## config.mk

```make
export PLATFORM = sky130hd
export DESIGN_NAME = dual_domain_clock_manager
export DESIGN_NICKNAME = d
export VERILOG_FILES = /design/src/hdl/clk_mgr_pkg.sv /design/src/hdl/dual_domain_clock_manager.sv
export SDC_FILE = /design/constraint.sdc
export NUM_CORES = 1
export LEC_CHECK = 0
export BUFFER_PORTS_ARGS = -buffer_cell sky130_fd_sc_hd__buf_2
export CORE_MARGIN = 10
export CORE_UTILIZATION = 31
export CTS_CLUSTER_SIZE = 10
export DETAILED_ROUTE_END_ITERATION = 8
export HOLD_SLACK_MARGIN = 0.15
export PLACE_DENSITY = 0.5
export SYNTH_ARGS = -nofsm -noshare
export SYNTH_HDL_FRONTEND = slang
export SYNTH_SLANG_ARGS = --single-unit
```

## constraint.sdc

```tcl
create_clock -name ref_clk -period 2.9 [get_ports ref_clk]
set_clock_uncertainty 0.1 [all_clocks]
set_input_delay 0.58 -clock ref_clk [delete_from_list [all_inputs] [get_ports ref_clk]]
set_output_delay 0.58 -clock ref_clk [all_outputs]
set_load 0.03 [all_outputs]
```

## src/hdl/clk_mgr_pkg.sv

```systemverilog
/*
  Constants and types shared by the dual-domain clock manager.
  Assumes a 32-bit APB bus with byte addresses and word registers.
*/
package clk_mgr_pkg;

  // ----------------------------------------------------------
  // Register offsets
  // ----------------------------------------------------------
  localparam logic [7:0] OFS_CTRL1 = 8'h00;
  localparam logic [7:0] OFS_CTRL2 = 8'h04;
  localparam logic [7:0] OFS_TRIM  = 8'h08;
  localparam logic [7:0] OFS_PRESC = 8'h0C;
  localparam logic [7:0] OFS_STAT  = 8'h10;

  // ----------------------------------------------------------
  // Field positions
  // ----------------------------------------------------------
  localparam int C1_RANGE = 0;
  localparam int C1_RCEN  = 1;
  localparam int C1_CS    = 2;
  localparam int C1_RDY   = 4;
  localparam int C1_LVL   = 5;
  localparam int C2_DIV   = 0;
  localparam int C2_XEN   = 2;
  localparam int C2_CPULO = 3;
  localparam int C2_EXTH  = 4;
  localparam int C2_PIN   = 5;
  localparam int C2_EXTL  = 6;
  localparam int PR_P1    = 0;
  localparam int PR_P2    = 3;
  localparam int ST_RC    = 0;
  localparam int ST_XTAL  = 1;
  localparam int ST_CPULO = 2;
  localparam int ST_HIEXT = 3;

  // ----------------------------------------------------------
  // Reset values and codes
  // ----------------------------------------------------------
  localparam logic [1:0] DIV_RST  = 2'h3;
  localparam logic [7:0] TRIM_RST = 8'h7F;
  localparam logic [2:0] P1_RST   = 3'h1;
  localparam logic [2:0] P1_LOW   = 3'h0;

  // ----------------------------------------------------------
  // Cold-start lengths in crystal periods
  // ----------------------------------------------------------
  localparam logic [15:0] CS_LEN_00 = 16'h8000;
  localparam logic [15:0] CS_LEN_10 = 16'h6000;
  localparam logic [15:0] CS_LEN_01 = 16'h4000;
  localparam logic [15:0] CS_LEN_11 = 16'h2000;

  // ----------------------------------------------------------
  // Configuration carrier
  // ----------------------------------------------------------
  typedef struct packed {
    logic       rc_range_select;
    logic       rc_osc_enable;
    logic [1:0] cold_start_length_code;
    logic [1:0] rc_predivider_code;
    logic       crystal_enable;
    logic       cpu_low_clock_select;
    logic       ext_high_clock_select;
    logic       ext_high_pin_choice;
    logic       ext_low_clock_select;
    logic [7:0] rc_trim;
    logic [2:0] prescaler_one_input_code;
    logic       prescaler_two_input_select;
  } cfg_type;

  localparam cfg_type CFG_RST = '{
    rc_range_select:            1'b0,
    rc_osc_enable:              1'b1,
    cold_start_length_code:     2'h0,
    rc_predivider_code:         DIV_RST,
    crystal_enable:             1'b0,
    cpu_low_clock_select:       1'b0,
    ext_high_clock_select:      1'b0,
    ext_high_pin_choice:        1'b0,
    ext_low_clock_select:       1'b0,
    rc_trim:                    TRIM_RST,
    prescaler_one_input_code:   P1_RST,
    prescaler_two_input_select: 1'b1
  };

endpackage

```

## src/hdl/dual_domain_clock_manager.sv

```systemverilog
/*
  Dual-domain clock manager: RC control and pre-divider, external high
  clock pins, crystal cold start, external low clock, glitch-free
  switches and an APB register file.
  Assumes all clock sources are slow against ref_clk and are sampled;
  the CPU halt level comes from logic on ref_clk.
*/
// The APB interface to the registers and the register addresses were chosen for this implementation.
`timescale 1ns/1ps

module clk_glitch_switch (
  // Clock and reset
  input  wire logic ref_clk,
  input  wire logic reset,
  // Selection and sampled sources
  input  wire logic sel,
  input  wire logic clk_a,
  input  wire logic clk_b,
  // Gated clock and current source
  output logic      out_q,
  output logic      cur_q
);

  logic en_q;
  logic old_clk;
  logic new_clk;

  assign old_clk = cur_q ? clk_b : clk_a;
  assign new_clk = sel ? clk_b : clk_a;

  // Gate off while the old source is low, then hand over on a new falling edge.
  logic new_prev_q;
  always_ff @(posedge ref_clk) begin
    if (reset) begin
      en_q       <= 1'b1;
      cur_q      <= 1'b0;
      new_prev_q <= 1'b0;
    end else begin
      new_prev_q <= new_clk;
      if (en_q && sel != cur_q && !old_clk) begin
        en_q <= 1'b0;
      end else if (!en_q && new_prev_q && !new_clk) begin
        en_q  <= 1'b1;
        cur_q <= sel;
      end
    end
  end

  // Output flop carries the gated clock.
  always_ff @(posedge ref_clk) begin
    if (reset) begin
      out_q <= 1'b0;
    end else begin
      out_q <= en_q & old_clk;
    end
  end
endmodule // clk_glitch_switch

module dual_domain_clock_manager
  import clk_mgr_pkg::*;
(
  // Clock and reset
  input  wire logic        ref_clk,
  input  wire logic        reset,
  // APB slave
  input  wire logic        psel,
  input  wire logic        penable,
  input  wire logic        pwrite,
  input  wire logic [7:0]  paddr,
  input  wire logic [31:0] pwdata,
  output logic [31:0]      prdata,
  output logic             pready,
  output logic             pslverr,
  // Clock sources and pins
  input  wire logic        rc_osc_clock,
  input  wire logic        port_pin4,
  input  wire logic        port_pin5,
  input  wire logic        crystal_clock,
  input  wire logic        osc_output_terminal,
  input  wire logic        cpu_halted,
  // Oscillator controls
  output logic             rc_osc_run,
  output logic             rc_range_select,
  output logic [7:0]       rc_trim,
  output logic             crystal_run,
  output logic             ext_low_input_enable,
  // Generated clocks
  output logic             high_domain_clock,
  output logic             low_domain_clock,
  output logic             cpu_clock
);

  // ----------------------------------------------------------
  // Input synchronisers
  // ----------------------------------------------------------
  localparam int NS = 5;
  logic [NS-1:0] s1_q;
  logic [NS-1:0] s2_q;
  logic [NS-1:0] s3_q;
  logic [NS-1:0] raw;

  assign raw = {osc_output_terminal, crystal_clock, port_pin5, port_pin4, rc_osc_clock};

  // Two stages, plus a third copy for edge detection.
  always_ff @(posedge ref_clk) begin
    if (reset) begin
      s1_q <= '0;
      s2_q <= '0;
      s3_q <= '0;
    end else begin
      s1_q <= raw;
      s2_q <= s1_q;
      s3_q <= s2_q;
    end
  end

  // ----------------------------------------------------------
  // Configuration registers
  // ----------------------------------------------------------
  cfg_type     cfg_q;
  logic        rdy_q;
  logic        done_q;
  logic [15:0] cs_cnt_q;
  logic        cpu_cur_low;
  logic        hi_cur_ext;
  logic        ext_lf_act;
  logic        term_level;

  logic        acc;
  logic        wr;
  logic        hit;
  logic [31:0] rd;

  assign acc = psel & penable;
  assign wr  = acc & pready & pwrite;

  // Software writes; reset gives RC 1 MHz, divide by 8, trim 7F.
  always_ff @(posedge ref_clk) begin
    if (reset) begin
      cfg_q <= CFG_RST;
    end else if (wr) begin
      case (paddr)
        OFS_CTRL1: begin
          cfg_q.rc_range_select        <= pwdata[C1_RANGE];
          cfg_q.rc_osc_enable          <= pwdata[C1_RCEN];
          cfg_q.cold_start_length_code <= pwdata[C1_CS+:2];
        end
        OFS_CTRL2: begin
          cfg_q.rc_predivider_code    <= pwdata[C2_DIV+:2];
          cfg_q.crystal_enable        <= pwdata[C2_XEN];
          cfg_q.cpu_low_clock_select  <= pwdata[C2_CPULO];
          cfg_q.ext_high_clock_select <= pwdata[C2_EXTH];
          cfg_q.ext_high_pin_choice   <= pwdata[C2_PIN];
          cfg_q.ext_low_clock_select  <= pwdata[C2_EXTL];
        end
        OFS_TRIM: begin
          cfg_q.rc_trim <= pwdata[7:0];
        end
        OFS_PRESC: begin
          cfg_q.prescaler_one_input_code   <= pwdata[PR_P1+:3];
          cfg_q.prescaler_two_input_select <= pwdata[PR_P2];
        end
        default: begin
        end
      endcase
    end
  end

  // ----------------------------------------------------------
  // APB read path
  // ----------------------------------------------------------
  // Read mux and address decode.
  always_comb begin
    rd  = '0;
    hit = 1'b1;
    case (paddr)
      OFS_CTRL1: begin
        rd[C1_RANGE]  = cfg_q.rc_range_select;
        rd[C1_RCEN]   = cfg_q.rc_osc_enable;
        rd[C1_CS+:2]  = cfg_q.cold_start_length_code;
        rd[C1_RDY]    = rdy_q;
        rd[C1_LVL]    = term_level;
      end
      OFS_CTRL2: begin
        rd[C2_DIV+:2] = cfg_q.rc_predivider_code;
        rd[C2_XEN]    = cfg_q.crystal_enable;
        rd[C2_CPULO]  = cfg_q.cpu_low_clock_select;
        rd[C2_EXTH]   = cfg_q.ext_high_clock_select;
        rd[C2_PIN]    = cfg_q.ext_high_pin_choice;
        rd[C2_EXTL]   = cfg_q.ext_low_clock_select;
      end
      OFS_TRIM: begin
        rd[7:0] = cfg_q.rc_trim;
      end
      OFS_PRESC: begin
        rd[PR_P1+:3] = cfg_q.prescaler_one_input_code;
        rd[PR_P2]    = cfg_q.prescaler_two_input_select;
      end
      OFS_STAT: begin
        rd[ST_RC]    = rc_osc_run;
        rd[ST_XTAL]  = crystal_run;
        rd[ST_CPULO] = cpu_cur_low;
        rd[ST_HIEXT] = hi_cur_ext;
      end
      default: begin
        hit = 1'b0;
      end
    endcase
  end

  // One wait state: pready rises in the second access cycle.
  always_ff @(posedge ref_clk) begin
    if (reset) begin
      pready  <= 1'b0;
      prdata  <= '0;
      pslverr <= 1'b0;
    end else begin
      pready  <= acc & ~pready;
      prdata  <= (acc & ~pready) ? rd : '0;
      pslverr <= acc & ~pready & ~hit;
    end
  end

  // ----------------------------------------------------------
  // RC oscillator control
  // ----------------------------------------------------------
  logic presc_rc;
  logic rc_cpu;
  logic rc_run_d;

  // Prescaler 2 on the high input is the only prescaler path to the RC.
  assign presc_rc = ~cfg_q.ext_high_clock_select & cfg_q.prescaler_two_input_select;
  assign rc_cpu   = ~cfg_q.ext_high_clock_select & ~cpu_cur_low;
  assign rc_run_d = presc_rc | (~cpu_halted & (cfg_q.rc_osc_enable | rc_cpu));

  // Oscillator run, range and trim drive the analogue cell.
  always_ff @(posedge ref_clk) begin
    if (reset) begin
      rc_osc_run      <= 1'b1;
      rc_range_select <= 1'b0;
      rc_trim         <= TRIM_RST;
    end else begin
      rc_osc_run      <= rc_run_d;
      rc_range_select <= cfg_q.rc_range_select;
      rc_trim         <= cfg_q.rc_trim;
    end
  end

  // ----------------------------------------------------------
  // Pre-divider and high domain
  // ----------------------------------------------------------
  logic [2:0] pdiv_q;
  logic       rc_div;
  logic       hf_ext;

  // Counts rising edges of the sampled RC clock.
  always_ff @(posedge ref_clk) begin
    if (reset) begin
      pdiv_q <= '0;
    end else if (s2_q[0] && !s3_q[0]) begin
      pdiv_q <= pdiv_q + 3'h1;
    end
  end

  // Divider code picks pass, /2, /4 or /8.
  always_comb begin
    case (cfg_q.rc_predivider_code)
      2'h0:    rc_div = s2_q[0];
      2'h1:    rc_div = pdiv_q[0];
      2'h2:    rc_div = pdiv_q[1];
      default: rc_div = pdiv_q[2];
    endcase
  end

  assign hf_ext = cfg_q.ext_high_pin_choice ? s2_q[2] : s2_q[1];

  clk_glitch_switch u_hi_sw (
    .ref_clk (ref_clk),
    .reset   (reset),
    .sel     (cfg_q.ext_high_clock_select),
    .clk_a   (rc_div),
    .clk_b   (hf_ext),
    .out_q   (high_domain_clock),
    .cur_q   (hi_cur_ext)
  );

  // ----------------------------------------------------------
  // Crystal and cold start
  // ----------------------------------------------------------
  logic        lf_demand;
  logic        xtal_run_d;
  logic        xtal_rise;
  logic [15:0] cs_lim;

  assign ext_lf_act = cfg_q.ext_low_clock_select & ~cfg_q.crystal_enable;
  assign lf_demand  = cfg_q.cpu_low_clock_select | (cfg_q.prescaler_one_input_code == P1_LOW)
                    | ~cfg_q.prescaler_two_input_select;
  assign xtal_run_d = cfg_q.crystal_enable | (~cfg_q.ext_low_clock_select & lf_demand);
  assign xtal_rise  = crystal_run & s2_q[3] & ~s3_q[3];
  assign term_level = ~cfg_q.crystal_enable & s2_q[4];

  // Cold-start length table.
  always_comb begin
    case (cfg_q.cold_start_length_code)
      2'h0:    cs_lim = CS_LEN_00;
      2'h2:    cs_lim = CS_LEN_10;
      2'h1:    cs_lim = CS_LEN_01;
      default: cs_lim = CS_LEN_11;
    endcase
  end

  // Crystal run and input block outputs.
  always_ff @(posedge ref_clk) begin
    if (reset) begin
      crystal_run          <= 1'b0;
      ext_low_input_enable <= 1'b0;
    end else begin
      crystal_run          <= xtal_run_d;
      ext_low_input_enable <= ~cfg_q.crystal_enable;
    end
  end

  // Counts crystal periods; a stopped crystal clears the count.
  always_ff @(posedge ref_clk) begin
    if (reset) begin
      cs_cnt_q <= '0;
      done_q   <= 1'b0;
    end else if (!crystal_run) begin
      cs_cnt_q <= '0;
      done_q   <= 1'b0;
    end else if (!done_q && xtal_rise) begin
      if (cs_cnt_q == cs_lim - 16'h1) begin
        done_q <= 1'b1;
      end else begin
        cs_cnt_q <= cs_cnt_q + 16'h1;
      end
    end
  end

  // Ready flag, forced while the external low clock is in use.
  always_ff @(posedge ref_clk) begin
    if (reset) begin
      rdy_q <= 1'b0;
    end else begin
      rdy_q <= ext_lf_act | done_q;
    end
  end

  // ----------------------------------------------------------
  // Low domain and CPU clock
  // ----------------------------------------------------------
  logic xtal_src;
  assign xtal_src = crystal_run & s2_q[3];

  // Crystal feeds the low domain during cold start as well.
  clk_glitch_switch u_lo_sw (
    .ref_clk (ref_clk),
    .reset   (reset),
    .sel     (ext_lf_act),
    .clk_a   (xtal_src),
    .clk_b   (s2_q[4]),
    .out_q   (low_domain_clock),
    .cur_q   ()
  );

  // CPU takes the low domain only once the ready flag is set.
  clk_glitch_switch u_cpu_sw (
    .ref_clk (ref_clk),
    .reset   (reset),
    .sel     (cfg_q.cpu_low_clock_select & rdy_q),
    .clk_a   (high_domain_clock),
    .clk_b   (low_domain_clock),
    .out_q   (cpu_clock),
    .cur_q   (cpu_cur_low)
  );
endmodule // dual_domain_clock_manager

```

=== Yosys cells after proc, flatten, opt, wreduce, memory -nomap -nowiden ===
Cells that the tools add are included.

* Add/sub/neg operators: 3
* Equality and inequality tests: 12
* Multiplexer cells: 19
* Bitwise gates (word level): 39
* Reductions and logical operators: 45

{| class="wikitable"
|+ Operators by type and width
! cell !! count
|-
| 16-bit case mux with 3 select lines || 1
|-
| 4-bit case mux with 5 select lines || 1
|-
| 2-bit AND reduction || 9
|-
| 1-bit AND || 17
|-
| 16-bit by 1-bit adder with 16-bit output, second input constant || 1
|-
| 16-bit == test || 1
|-
| 8-bit by 4-bit == test with 1-bit output, second input constant || 2
|-
| 1-bit inverter || 16
|-
| 16-bit by 1-bit subtractor with 16-bit output, second input constant || 1
|-
| 1-bit logical AND || 14
|-
| 1-bit 2-to-1 mux || 14
|-
| 1-bit logical NOT || 11
|-
| 8-bit by 3-bit == test with 1-bit output, second input constant || 1
|-
| 8-bit by 5-bit == test with 1-bit output, second input constant || 1
|-
| 8-bit logical NOT || 1
|-
| 1-bit bitwise OR || 6
|-
| 2-bit case mux with 3 select lines || 1
|-
| 2-bit nonzero test || 3
|-
| 5-bit OR reduction || 1
|-
| 2-bit by 1-bit == test with 1-bit output, second input constant || 2
|-
| 2-bit == test, second input constant || 2
|-
| 2-bit logical NOT || 2
|-
| 2-bit OR reduction || 2
|-
| 3-bit by 1-bit adder with 3-bit output, second input constant || 1
|-
| 5 further kinds || 7
|}

* Register bits: 116
* Input port bits: 51
* Output and inout port bits: 49
* Word-level logic and storage cells: 159

=== Longest topological paths before layout ===
Gate-level depths: netlist (run 1).

* Depth after elaboration: 7
* Gate-level depth with buffers: 8
* Mapped depth without buffers: 6

=== By module ===
A second synthesis (run 1) with hierarchy kept.

* Cell total of the unflattened synthesis: 430
* Area total of the unflattened synthesis: 3907.5 µm²

{| class="wikitable"
|+ Modules (own cells, without submodules)
! module !! instances !! cells an instance !! area each (µm²) !! seq. area each (µm²)
|-
| dual_domain_clock_manager || 1 || 367 || 3310.7 || 1561.5
|-
| clk_glitch_switch || 3 || 21 || 198.9 || 80.1
|}

=== Worst setup path after synthesis (run 1) ===
Ideal clock, no wire load.

* Path type: input to register
* Start point: input port paddr[7]
* End point: register cfg_q[12] (netlist name)
* Library setup time: 128 ps
* Arrival: 2001 ps
* Data required time: 2672 ps
* Path slack: 671 ps
* Cell stages on the path: 6
* Path buffers: 1
* Cells stage by stage: or4_4 > nor3_4 > nor4b_4 > buf_6 > mux2i_1 > nor2_1

* Word-level cells in the longest chain between the ends: 2

{| class="wikitable"
|+ RTL lines
! item !! RTL line !! RTL
|-
| from (decl) || dual_domain_clock_manager.sv:69 || <nowiki>input wire logic [7:0] paddr,</nowiki>
|-
| 8-bit by 3-bit == test with 1-bit output || dual_domain_clock_manager.sv:142 || <nowiki>case (paddr)</nowiki>
|-
| 2-bit AND reduction (no source line) || -- ||
|-
| to (decl) || dual_domain_clock_manager.sv:120 || <nowiki>cfg_type cfg_q;</nowiki>
|}

No other way between the ends.
A chain may end at the register's enable or synchronous reset.

=== Worst setup path in the final report (run 1) ===
* Start point: input port paddr[7]
* End point: register cfg_q[15] (netlist name)

The elaborated chain is that of the path after synthesis.

==> results of run 1 <==
logic make-up after synthesis:
group	share of synthesized area, %
XOR/XNOR	4.110
AND/OR/NAND/NOR	24.27
multiplexers	7.795
adder cells (fa/ha/maj)	0.6522
AO/OA/AOI/OAI	7.730
buffers and inverters	8.382
other	0.09775
flip-flops	46.97
stage by stage:
step | total power, uW | worst slack (ns) | hold slack, ns
after floorplan | 1394 | 0.6714 | 0.3122
after global placement | 1409 | 0.3870 | 0.3197
after detailed placement | 1410 | 0.3611 | 0.3255
after CTS | 2592 | 0.7054 | 0.3408
after global routing | 2651 | 0.6084 | 0.3457
final | 2548 | 0.7015 | 0.3388
worst max-delay path by stage:
stage                        start        end  depth (start not counted)
after CTS                 paddr[7]  cfg_q[14]                          7
after global routing      paddr[7]   cfg_q[4]                          6
after global placement    paddr[7]  cfg_q[16]                          7
after floorplan           paddr[7]  cfg_q[12]                          6
after detailed placement  paddr[7]  cfg_q[15]                          7
final                     paddr[7]  cfg_q[15]                          7
critical path, stage by stage:
cell and delay [ns]:
sky130_fd_sc_hd__buf_2 0.11, sky130_fd_sc_hd__or4_4 0.58, sky130_fd_sc_hd__nor3_4 0.29, sky130_fd_sc_hd__nor4b_4 0.25, sky130_fd_sc_hd__buf_4 0.23, sky130_fd_sc_hd__mux2i_1 0.20
sky130_fd_sc_hd__nor2_1 0.05
layout make-up:
class / instances / area, um^2 / share of cell area, %
clock buffers: 10 / 239.0 / 5.329
inverters: 16 / 60.06 / 1.339
repair buffers: 58 / 307.8 / 6.864
well taps: 168 / 210.2 / 4.688
clock inverters: 6 / 66.31 / 1.479
multi-input cells: 295 / 1799 / 40.12
flip-flops and latches: 90 / 1802 / 40.18
Yosys cell counts (all sizes together):
| cell type | instances |
|---|---|
| a31o | 1 |
| o31ai | 1 |
| a211oi | 6 |
| xor2 | 4 |
| nand4 | 7 |
| o311ai | 1 |
| xnor2 | 14 |
| o21ai | 8 |
| buf | 31 |
| nor2 | 66 |
| nand3 | 16 |
| nor3b | 5 |
| conb | 1 |
| or3 | 2 |
| ha | 2 |
| clkbuf | 12 |
| a2111oi | 1 |
| a31oi | 3 |
| and3b | 2 |
| mux2 | 3 |
| nor4b | 3 |
| dfxtp | 90 |
| nor2b | 19 |
| nor4bb | 1 |
| and4 | 2 |
| nor4 | 3 |
| and3 | 2 |
| nand4b | 1 |
| inv | 16 |
| nand3b | 4 |
| nor3 | 20 |
| a211o | 1 |
| nand2b | 2 |
| nand4bb | 1 |
| a21oi | 27 |
| mux2i | 22 |
| nand2 | 16 |
| a22oi | 2 |
| or4 | 1 |
| mux4 | 2 |
placed cells by master, fill, tap and decap left out, types with 6 or more instances in the layout:
cell,instances
sky130_fd_sc_hd__o21ai_0,8
sky130_fd_sc_hd__nand4_1,7
sky130_fd_sc_hd__dfxtp_1,90
sky130_fd_sc_hd__buf_2,51
sky130_fd_sc_hd__nor3_1,19
sky130_fd_sc_hd__nand2_1,16
sky130_fd_sc_hd__mux2i_1,22
sky130_fd_sc_hd__nor2b_1,19
sky130_fd_sc_hd__nor2_1,66
sky130_fd_sc_hd__nand3_1,16
sky130_fd_sc_hd__clkbuf_16,9
sky130_fd_sc_hd__a21oi_1,27
sky130_fd_sc_hd__inv_1,16
sky130_fd_sc_hd__xnor2_1,14
sky130_fd_sc_hd__a211oi_1,6
sky130_fd_sc_hd__conb_1,24
sky130_fd_sc_hd__buf_4,7
registers in the layout, indices dropped and copies added (netlist names), 2 cells and up:
signal    count
cfg_q        23
s2_q          5
cs_cnt_q     16
rc_trim       8
s3_q          2
pdiv_q        3
prdata        8
s1_q          5
power by group through the flow:
stage | Clock [uW] | Combinational, uW | Sequential [uW]
6_report | 1160 | 133 | 1250
3_5_place_dp | 0 | 132 | 1280
4_1_cts | 1210 | 133 | 1250
3_3_place_gp | 0 | 131 | 1280
2_1_floorplan | 0 | 114 | 1280
5_1_grt | 1250 | 145 | 1250
per-layer routing:
metal	up-vias	part of all wire, %
met2	70	42
met4	0	1.5
met3	9	5.8
met1	1314	51
met5	-	0
li1	1490	-
==> qor.yml, run 1 <==
pwr:
  sw_frac_of_total_pct: 22.65
  power_density_nw_per_um2: 568.1
  power.internal_uw: 1971
  clock_power_share_pct: 45.7
  vdd_drop_max_mv: 0.3349
  netSwitchingPower_uw: 577.0
  static-leakage-power_uw: 0.001674
  p_comb_share_pct: 5.2
  seq_power_share_pct: 49.1
worst_setup_path:
  r2r_setup_slack_ns: 0.83
  worstReg2RegStart: "cs_cnt_q[8]"
  start_kind: "input pin"
  worstPathArrival_ns: 2.31
  reg2regPathDepth: 5
  regToRegEndpoint: "cs_cnt_q[7]"
  cp_max_fo: 9
  critPathCaptureType: "flip-flop"
  cp_data_required_time_ns: 3.01
  setup.worst_path.class: "input pin to flip-flop"
global_routing:
  grt_first_pass_wirelength_um: 14080
  antenna_found_initial: 0
  grt_pass1_vias: 2875
  grt_util_met2_pct: 14.37
  grt-busiest-layer: "met2"
  grt_overflow_total: 0
  grt_use_met3_pct: 3.620
  grtUsageTotal_pct: 9.802
  maximum_number_of_pins_on_one_net_before_global_route_repair: 41
  grt_util_met1_pct: 12.81
sta:
  max_slew_margin_pct: 51.75
  final-hold-violation-count: 0
  report.final.setup_viol: 0
  worstMarginPinSlew_ns: 0.7141
  min_period_ns: 2.198
  timing_max_transition_violations_final: 0
  max_freq_ghz: 0.4549
  finalCritPeriodShare_pct: 75.81
  fin_setup_tns_ns: 0
  rsz0062_at_grt: "no"
detailed_routing:
  drc_errors: 0
  route.final.wire_length_um: 8418
  final_routed_wire_length_divided_by_cell_count_um: 13.09
  drt_iter0_markers: 135
  drt_first_pass_iters: 6
  via_per_inst: 4.484
  antenna_left: 0
  detailroute.via_count: 2883
synthesis:
  yosysSeqAreaShare_pct: 46.97
  synth_top_cell_by_area: "sky130_fd_sc_hd__dfxtp_1"
  synth.lib_cells_used.distinct: 48
  cell_area_after_technology_mapping_um2: 3836
  synth.area.top_cells: "sky130_fd_sc_hd__dfxtp_1 (47%), sky130_fd_sc_hd__nor2_1 (6.5%), sky130_fd_sc_hd__mux2i_1 (5.7%)"
  synth-seq-cells: 90
  synth_warnings: 0
  synth_largest_type_area_fraction_pct: 46.97
  synth_cells: 421
  syn-mean-instance-area_um2: 9.112
floorplan:
  core_area_um2: 12060
  initial_core_util_pct: 31.80
  die_area_um2: 17220
  pin_count: 100
  floorplan.die.width_um: 131.2
  die_y_um: 131.2
  std_cell_rows: 40
final_layout:
  area_delta_synth_final_pct: 16.89
  final_net_count: 523
  nFillCells: 1248
  utilization_pct: 37.18
  final_cell_area_um2: 4484
  stdcell_count: 643
  insertedDiodeCount: 0
  final_layout_size_suffix_gt1_share_pct: 18.11
placed_design:
  gp_congestion: 0.8043
  hpwl_um: 6304
  post_dp_cell_area_um2: 4179
  numPortBuffers: 51
  numPlacedInstances: 627
clock_network:
  numClockSinks: 90
  cts.htree.levels: 3
  register_clock_pin_slew_on_the_reported_worst_setup_and_hold_paths_ns: 0.06
  clock_tree_from_tritoncts: "built"
  cts_resized: 0
  clock_insertion_delay_worst_skew_ns: 0.34
  post-cts-setup-buffers: 0
  cts_root_buffer: "sky130_fd_sc_hd__clkbuf_16"
  cts_inserted_buffers: 9
  clockBufferDepth: 2
  cts.hold.buffers_added: 0
worst_hold_path:
  hold_depth: 1
  hold_path.startpoint: "s1_q[2]"
  holdPathEnd: "s2_q[2]"
  timing.hold.worst.class: "flip-flop to flip-flop"
run:
  max_capacitance_violation_count: 0
status:
  outcome: "complete, no violations"
Power figures use the tool's default switching activity.
==> inputs of run 2 (changes only) <==
--- a/config.mk
+++ b/config.mk
@@ -5,13 +5,14 @@
 export SDC_FILE = /design/constraint.sdc
 export NUM_CORES = 1
 export LEC_CHECK = 0
+export ABC_AREA = 1
 export BUFFER_PORTS_ARGS = -buffer_cell sky130_fd_sc_hd__buf_2
 export CORE_MARGIN = 10
 export CORE_UTILIZATION = 31
 export CTS_CLUSTER_SIZE = 10
 export DETAILED_ROUTE_END_ITERATION = 8
 export HOLD_SLACK_MARGIN = 0.15
-export PLACE_DENSITY = 0.5
+export PLACE_DENSITY = 0.51
 export SYNTH_ARGS = -nofsm -noshare
 export SYNTH_HDL_FRONTEND = slang
 export SYNTH_SLANG_ARGS = --single-unit
==> constraint.sdc (replaced) <==
create_clock -name ref_clk -period 2 [get_ports ref_clk]
set_clock_uncertainty 0.1 [all_clocks]
set_input_delay 0.4 -clock ref_clk [delete_from_list [all_inputs] [get_ports ref_clk]]
set_output_delay 0.4 -clock ref_clk [all_outputs]
set_load 0.03 [all_outputs]
==> run 2 against run 1 <==
  * Count of clock-buffer cells in the layout shrank 1
  * Cell area grew 7.6%
  * Area after synthesis grew 6.5%
  * Clock power grew 52%
  * Non-clock buffer count grew 7
  * Setup slack lost 0.44 ns
  * Critical path type is now flip-flop to flip-flop
  * Synthesized cell count grew 36%
  * Wire length grew 17%
  * Utilization grew 0.58 points
==> qor.yml, run 2 <==
global_routing:
  maximum_number_of_pins_on_one_net_before_global_route_repair: 39  # was 41
  grt_overflow_total: 0  # unchanged
  grtUsageTotal_pct: 11.37  # was 9.802%
  grt_pass1_vias: 3529  # was 2875
  antenna_found_initial: 0  # unchanged
  grt_first_pass_wirelength_um: 16660  # was 14080 um
worst_setup_path:
  cp_top_family: "simple AND/OR/NAND/NOR gates"  # unchanged
  reg2regPathDepth: 9  # was 5
  crit_path_cell_trace: "ha_1 -> nand3_2 -> inv_2 -> nand2_2 -> nor2_4 -> nand2_4 -> nand2_4 -> nand2_1 -> a21oi_2"  # was buf_2 -> or4_4 -> nor3_4 -> nor4b_4 -> buf_4 -> mux2i_1 -> nor2_1
  start_kind: "flip-flop"  # was input pin
  worstReg2RegStart: "cs_cnt_q[0]"  # was cs_cnt_q[8]
  cp_slowest_stage_delay_ns: 0.38  # was 0.58 ns
  timing.critical_path.from: "cs_cnt_q[0]"  # was paddr[7]
  regToRegEndpoint: "cs_cnt_q[10]"  # was cs_cnt_q[7]
  critPathCaptureType: "flip-flop"  # unchanged
  worstPathArrival_ns: 1.92  # was 2.31 ns
  r2r_setup_slack_ns: 0.26  # was 0.83 ns
  cp_max_fo: 14  # was 9
  cp_data_required_time_ns: 2.18  # was 3.01 ns
  critical_path_depth: 9  # was 7
  worst_setup_path_endpoint: "cs_cnt_q[10]"  # was cfg_q[15]
  slowest_stage: "sky130_fd_sc_hd__dfxtp_1"  # was sky130_fd_sc_hd__or4_4
  critical_path.n_buffers_inverters: 1  # was 2
  critical-path-top-cell-by-count: "sky130_fd_sc_hd__nand2_4"
  setup.worst_path.class: "flip-flop to flip-flop"  # was input pin to flip-flop
floorplan:
  die_area_um2: 18170  # was 17220 um^2
  floorplan.die.width_um: 134.8  # was 131.2 um
  std_cell_rows: 41  # was 40
  pin_count: 100  # unchanged
  core_area_um2: 12770  # was 12060 um^2
  die_y_um: 134.8  # was 131.2 um
  initial_core_util_pct: 31.98  # was 31.80%
final_layout:
  area_delta_synth_final_pct: 18.07  # was 16.89%
  final_layout_size_suffix_gt1_share_pct: 16.25  # was 18.11%
  biggestRegsByFlops: "cfg_q: 23 flops, cs_cnt_q: 16 flops"  # unchanged
  utilization_pct: 37.76  # was 37.18%
  nFillCells: 1398  # was 1248
  mostFrequentLayoutCell: "sky130_fd_sc_hd__nand2_1"  # was sky130_fd_sc_hd__dfxtp_1
  registers.top_by_ff_count: "cfg_q"  # unchanged
  flip_flop_count_of_the_largest_register_all_copies_and_words_added: 23  # unchanged
  final_net_count: 689  # was 523
  insertedDiodeCount: 0  # unchanged
  top_library_cells_by_usage_in_the_layout_fill_and_taps_aside: "sky130_fd_sc_hd__nand2_1 (148), sky130_fd_sc_hd__dfxtp_1 (90), sky130_fd_sc_hd__nor2_1 (81)"  # was sky130_fd_sc_hd__dfxtp_1 (90), sky130_fd_sc_hd__nor2_1 (66), sky130_fd_sc_hd__buf_2 (51)
synthesis:
  synth_top_family_by_area: "simple AND/OR/NAND/NOR gates"  # unchanged
  synth_enable_flop_cells: 0  # unchanged
  synth.area.top_cells: "sky130_fd_sc_hd__dfxtp_1 (44%), sky130_fd_sc_hd__nand2_1 (14%), sky130_fd_sc_hd__nor2_1 (7.4%)"  # was sky130_fd_sc_hd__dfxtp_1 (47%), sky130_fd_sc_hd__nor2_1 (6.5%), sky130_fd_sc_hd__mux2i_1 (5.7%)
  synth-seq-cells: 90  # unchanged
  syn-mean-instance-area_um2: 7.142  # was 9.112 um^2
  synth.lib_cells_used.distinct: 30  # was 48
  synthSimpleGateAreaFrac_pct: 32.04  # was 24.27%
  synth_warnings: 0  # unchanged
  cell_area_after_technology_mapping_um2: 4085  # was 3836 um^2
  synth_largest_type_area_fraction_pct: 44.10  # was 46.97%
  yosysSeqAreaShare_pct: 44.10  # was 46.97%
  synth_compound_gate_area_share_pct: 9.954  # was 7.730%
  synth_most_common_cell: "sky130_fd_sc_hd__nand2_1"  # was sky130_fd_sc_hd__dfxtp_1
  yosys-top-cells-count: "sky130_fd_sc_hd__nand2_1 (148), sky130_fd_sc_hd__dfxtp_1 (90), sky130_fd_sc_hd__nor2_1 (81)"  # was sky130_fd_sc_hd__dfxtp_1 (90), sky130_fd_sc_hd__nor2_1 (66), sky130_fd_sc_hd__a21oi_1 (27)
  post_synth_xor_area_fraction_pct: 0.8576  # was 4.110%
  synthArstFlopShare_pct: 0  # unchanged
  synthMuxAreaShare_pct: 0  # was 7.795%
  synth_top_cell_by_area: "sky130_fd_sc_hd__dfxtp_1"  # unchanged
  synth_cells: 572  # was 421
  synth_fa_ha_area_share_pct: 0.6126  # was 0.6523%
  ys.flop_type: "sky130_fd_sc_hd__dfxtp_1"  # unchanged
placed_design:
  gp_congestion: 0.8268  # was 0.8043
  hpwl_um: 7664  # was 6304 um
  numPortBuffers: 51  # unchanged
  detailedPlace.worstSlack_ns: 0.1872  # was 0.3611 ns
pwr:
  power_density_nw_per_um2: 776.7  # was 568.1 nW/um^2
  power.total_uw: 3746  # was 2548 uW
  vdd_drop_max_mv: 0.3735  # was 0.3349 mV
  static-leakage-power_uw: 0.002093  # was 0.001674 uW
detailed_routing:
  final_routed_wire_length_divided_by_cell_count_um: 12.11  # was 13.09 um
  drc_errors: 0  # unchanged
  drt_first_pass_iters: 5  # was 6
  antenna_left: 0  # unchanged
  route.final.wire_length_um: 9837  # was 8418 um
  via_per_inst: 4.377  # was 4.484
  drt_iter0_markers: 202  # was 135
  detailroute.via_count: 3554  # was 2883
clock_network:
  register_clock_pin_slew_on_the_reported_worst_setup_and_hold_paths_ns: 0.06  # about the same
  clockBufferDepth: 2  # unchanged
  cts_inserted_buffers: 9  # unchanged
  cts.htree.levels: 3  # unchanged
  numClockSinks: 90  # unchanged
  clock_insertion_delay_worst_skew_ns: 0.34  # about the same
  clock_tree_from_tritoncts: "built"  # unchanged
  post-cts-setup-buffers: 0  # unchanged
  cts_root_buffer: "sky130_fd_sc_hd__clkbuf_16"  # unchanged
sta:
  max_freq_ghz: 0.5761
  timing_max_transition_violations_final: 0  # unchanged
  report.final.setup_viol: 0  # unchanged
  postLayoutSetupSlackWorst_ns: 0.2642  # was 0.7015 ns
  min_period_ns: 1.736
  rsz0062_at_grt: "no"  # unchanged
  fin_setup_tns_ns: 0  # unchanged
  final-hold-violation-count: 0  # unchanged
  finalCritPeriodShare_pct: 86.79
status:
  outcome: "complete, no violations"  # unchanged
run:
  max_capacitance_violation_count: 0  # unchanged
worst_hold_path:
  timing.hold.worst.class: "input pin to flip-flop"  # was flip-flop to flip-flop
run 2: cell count changes after synthesis, moves of 11 or more:
cell,previous run,this run
sky130_fd_sc_hd__mux2i_1,22,0
sky130_fd_sc_hd__xnor2_1,14,3
sky130_fd_sc_hd__o21ai_0,8,30
sky130_fd_sc_hd__nor2_1,66,81
sky130_fd_sc_hd__nor3_1,19,3
sky130_fd_sc_hd__inv_1,16,67
sky130_fd_sc_hd__nor2b_1,19,0
sky130_fd_sc_hd__nand3_1,16,34
sky130_fd_sc_hd__nand2_1,16,148
run 2: repair_timing:
action,4_1_cts,5_1_grt
hold endpoints to repair,4,0
hold buffers,4,0
resized for setup,0,0
run 2: kinds of logic after synthesis:
| kind of cell | Yosys count |
|---|---|
| other cells | 1 |
| buf+inv | 105 |
| compound gates | 72 |
| simple gates | 298 |
| fa+ha+maj | 2 |
| flops | 90 |
| xor+xnor | 4 |
run 2: tightest hold or removal path: cells and delay by family:
| kind | cells | cell delay [ns] |
|---|---|---|
| buf+inv | 2 | 0.10 |
| simple gates | 1 | 0.06 |
run 2: layer usage:
metal	share of wire (%)	up-vias	track usage [%]
met3	6.5	8	4.414
met4	0.87	0	3.446
met2	47	67	18.38
li1	-	1873	-
met5	0	-	0
met1	46	1606	13.59
run 2: cell type report:
| type | instances | area [um^2] | share of cell area (%) |
|---|---|---|---|
| multi-input combinational | 400 | 1866 | 38.68 |
| sequential | 90 | 1802 | 37.35 |
| timing repair buffer | 65 | 370.4 | 7.678 |
| inverter | 70 | 262.8 | 5.447 |
| clock buffer | 9 | 225.2 | 4.669 |
| tap | 172 | 215.2 | 4.462 |
| clock inverter | 6 | 82.58 | 1.712 |
run 2: how the worst min path moves through the flow:
stage / start / to / depth (start not counted)
after global routing: cpu_halted / rc_osc_run / 2
after global placement: s1_q[1] / s2_q[1] / 2
after CTS: crystal_clock / s1_q[3] / 3
after detailed placement: s1_q[2] / s2_q[2] / 2
final: crystal_clock / s1_q[3] / 3
after floorplan: s1_q[0] / s2_q[0] / 2
run 2: through the flow:
stage,hold WS (ns),instances,cell area [um^2]
5_1_grt,0.1554,812,4823
4_1_cts,0.1545,812,4823
2_1_floorplan,0.2883,595,4172
3_3_place_gp,0.2912,793,4476
6_report,0.1656,812,4823
3_5_place_dp,0.2966,793,4476
run 2: power by group:
part	total [uW]	switching, uW	internal [uW]	leakage [uW]
sequential	1810	6.68	1810	0.000729
combinational	174	130	43.8	0.00121
clock	1760	678	1080	0.000151
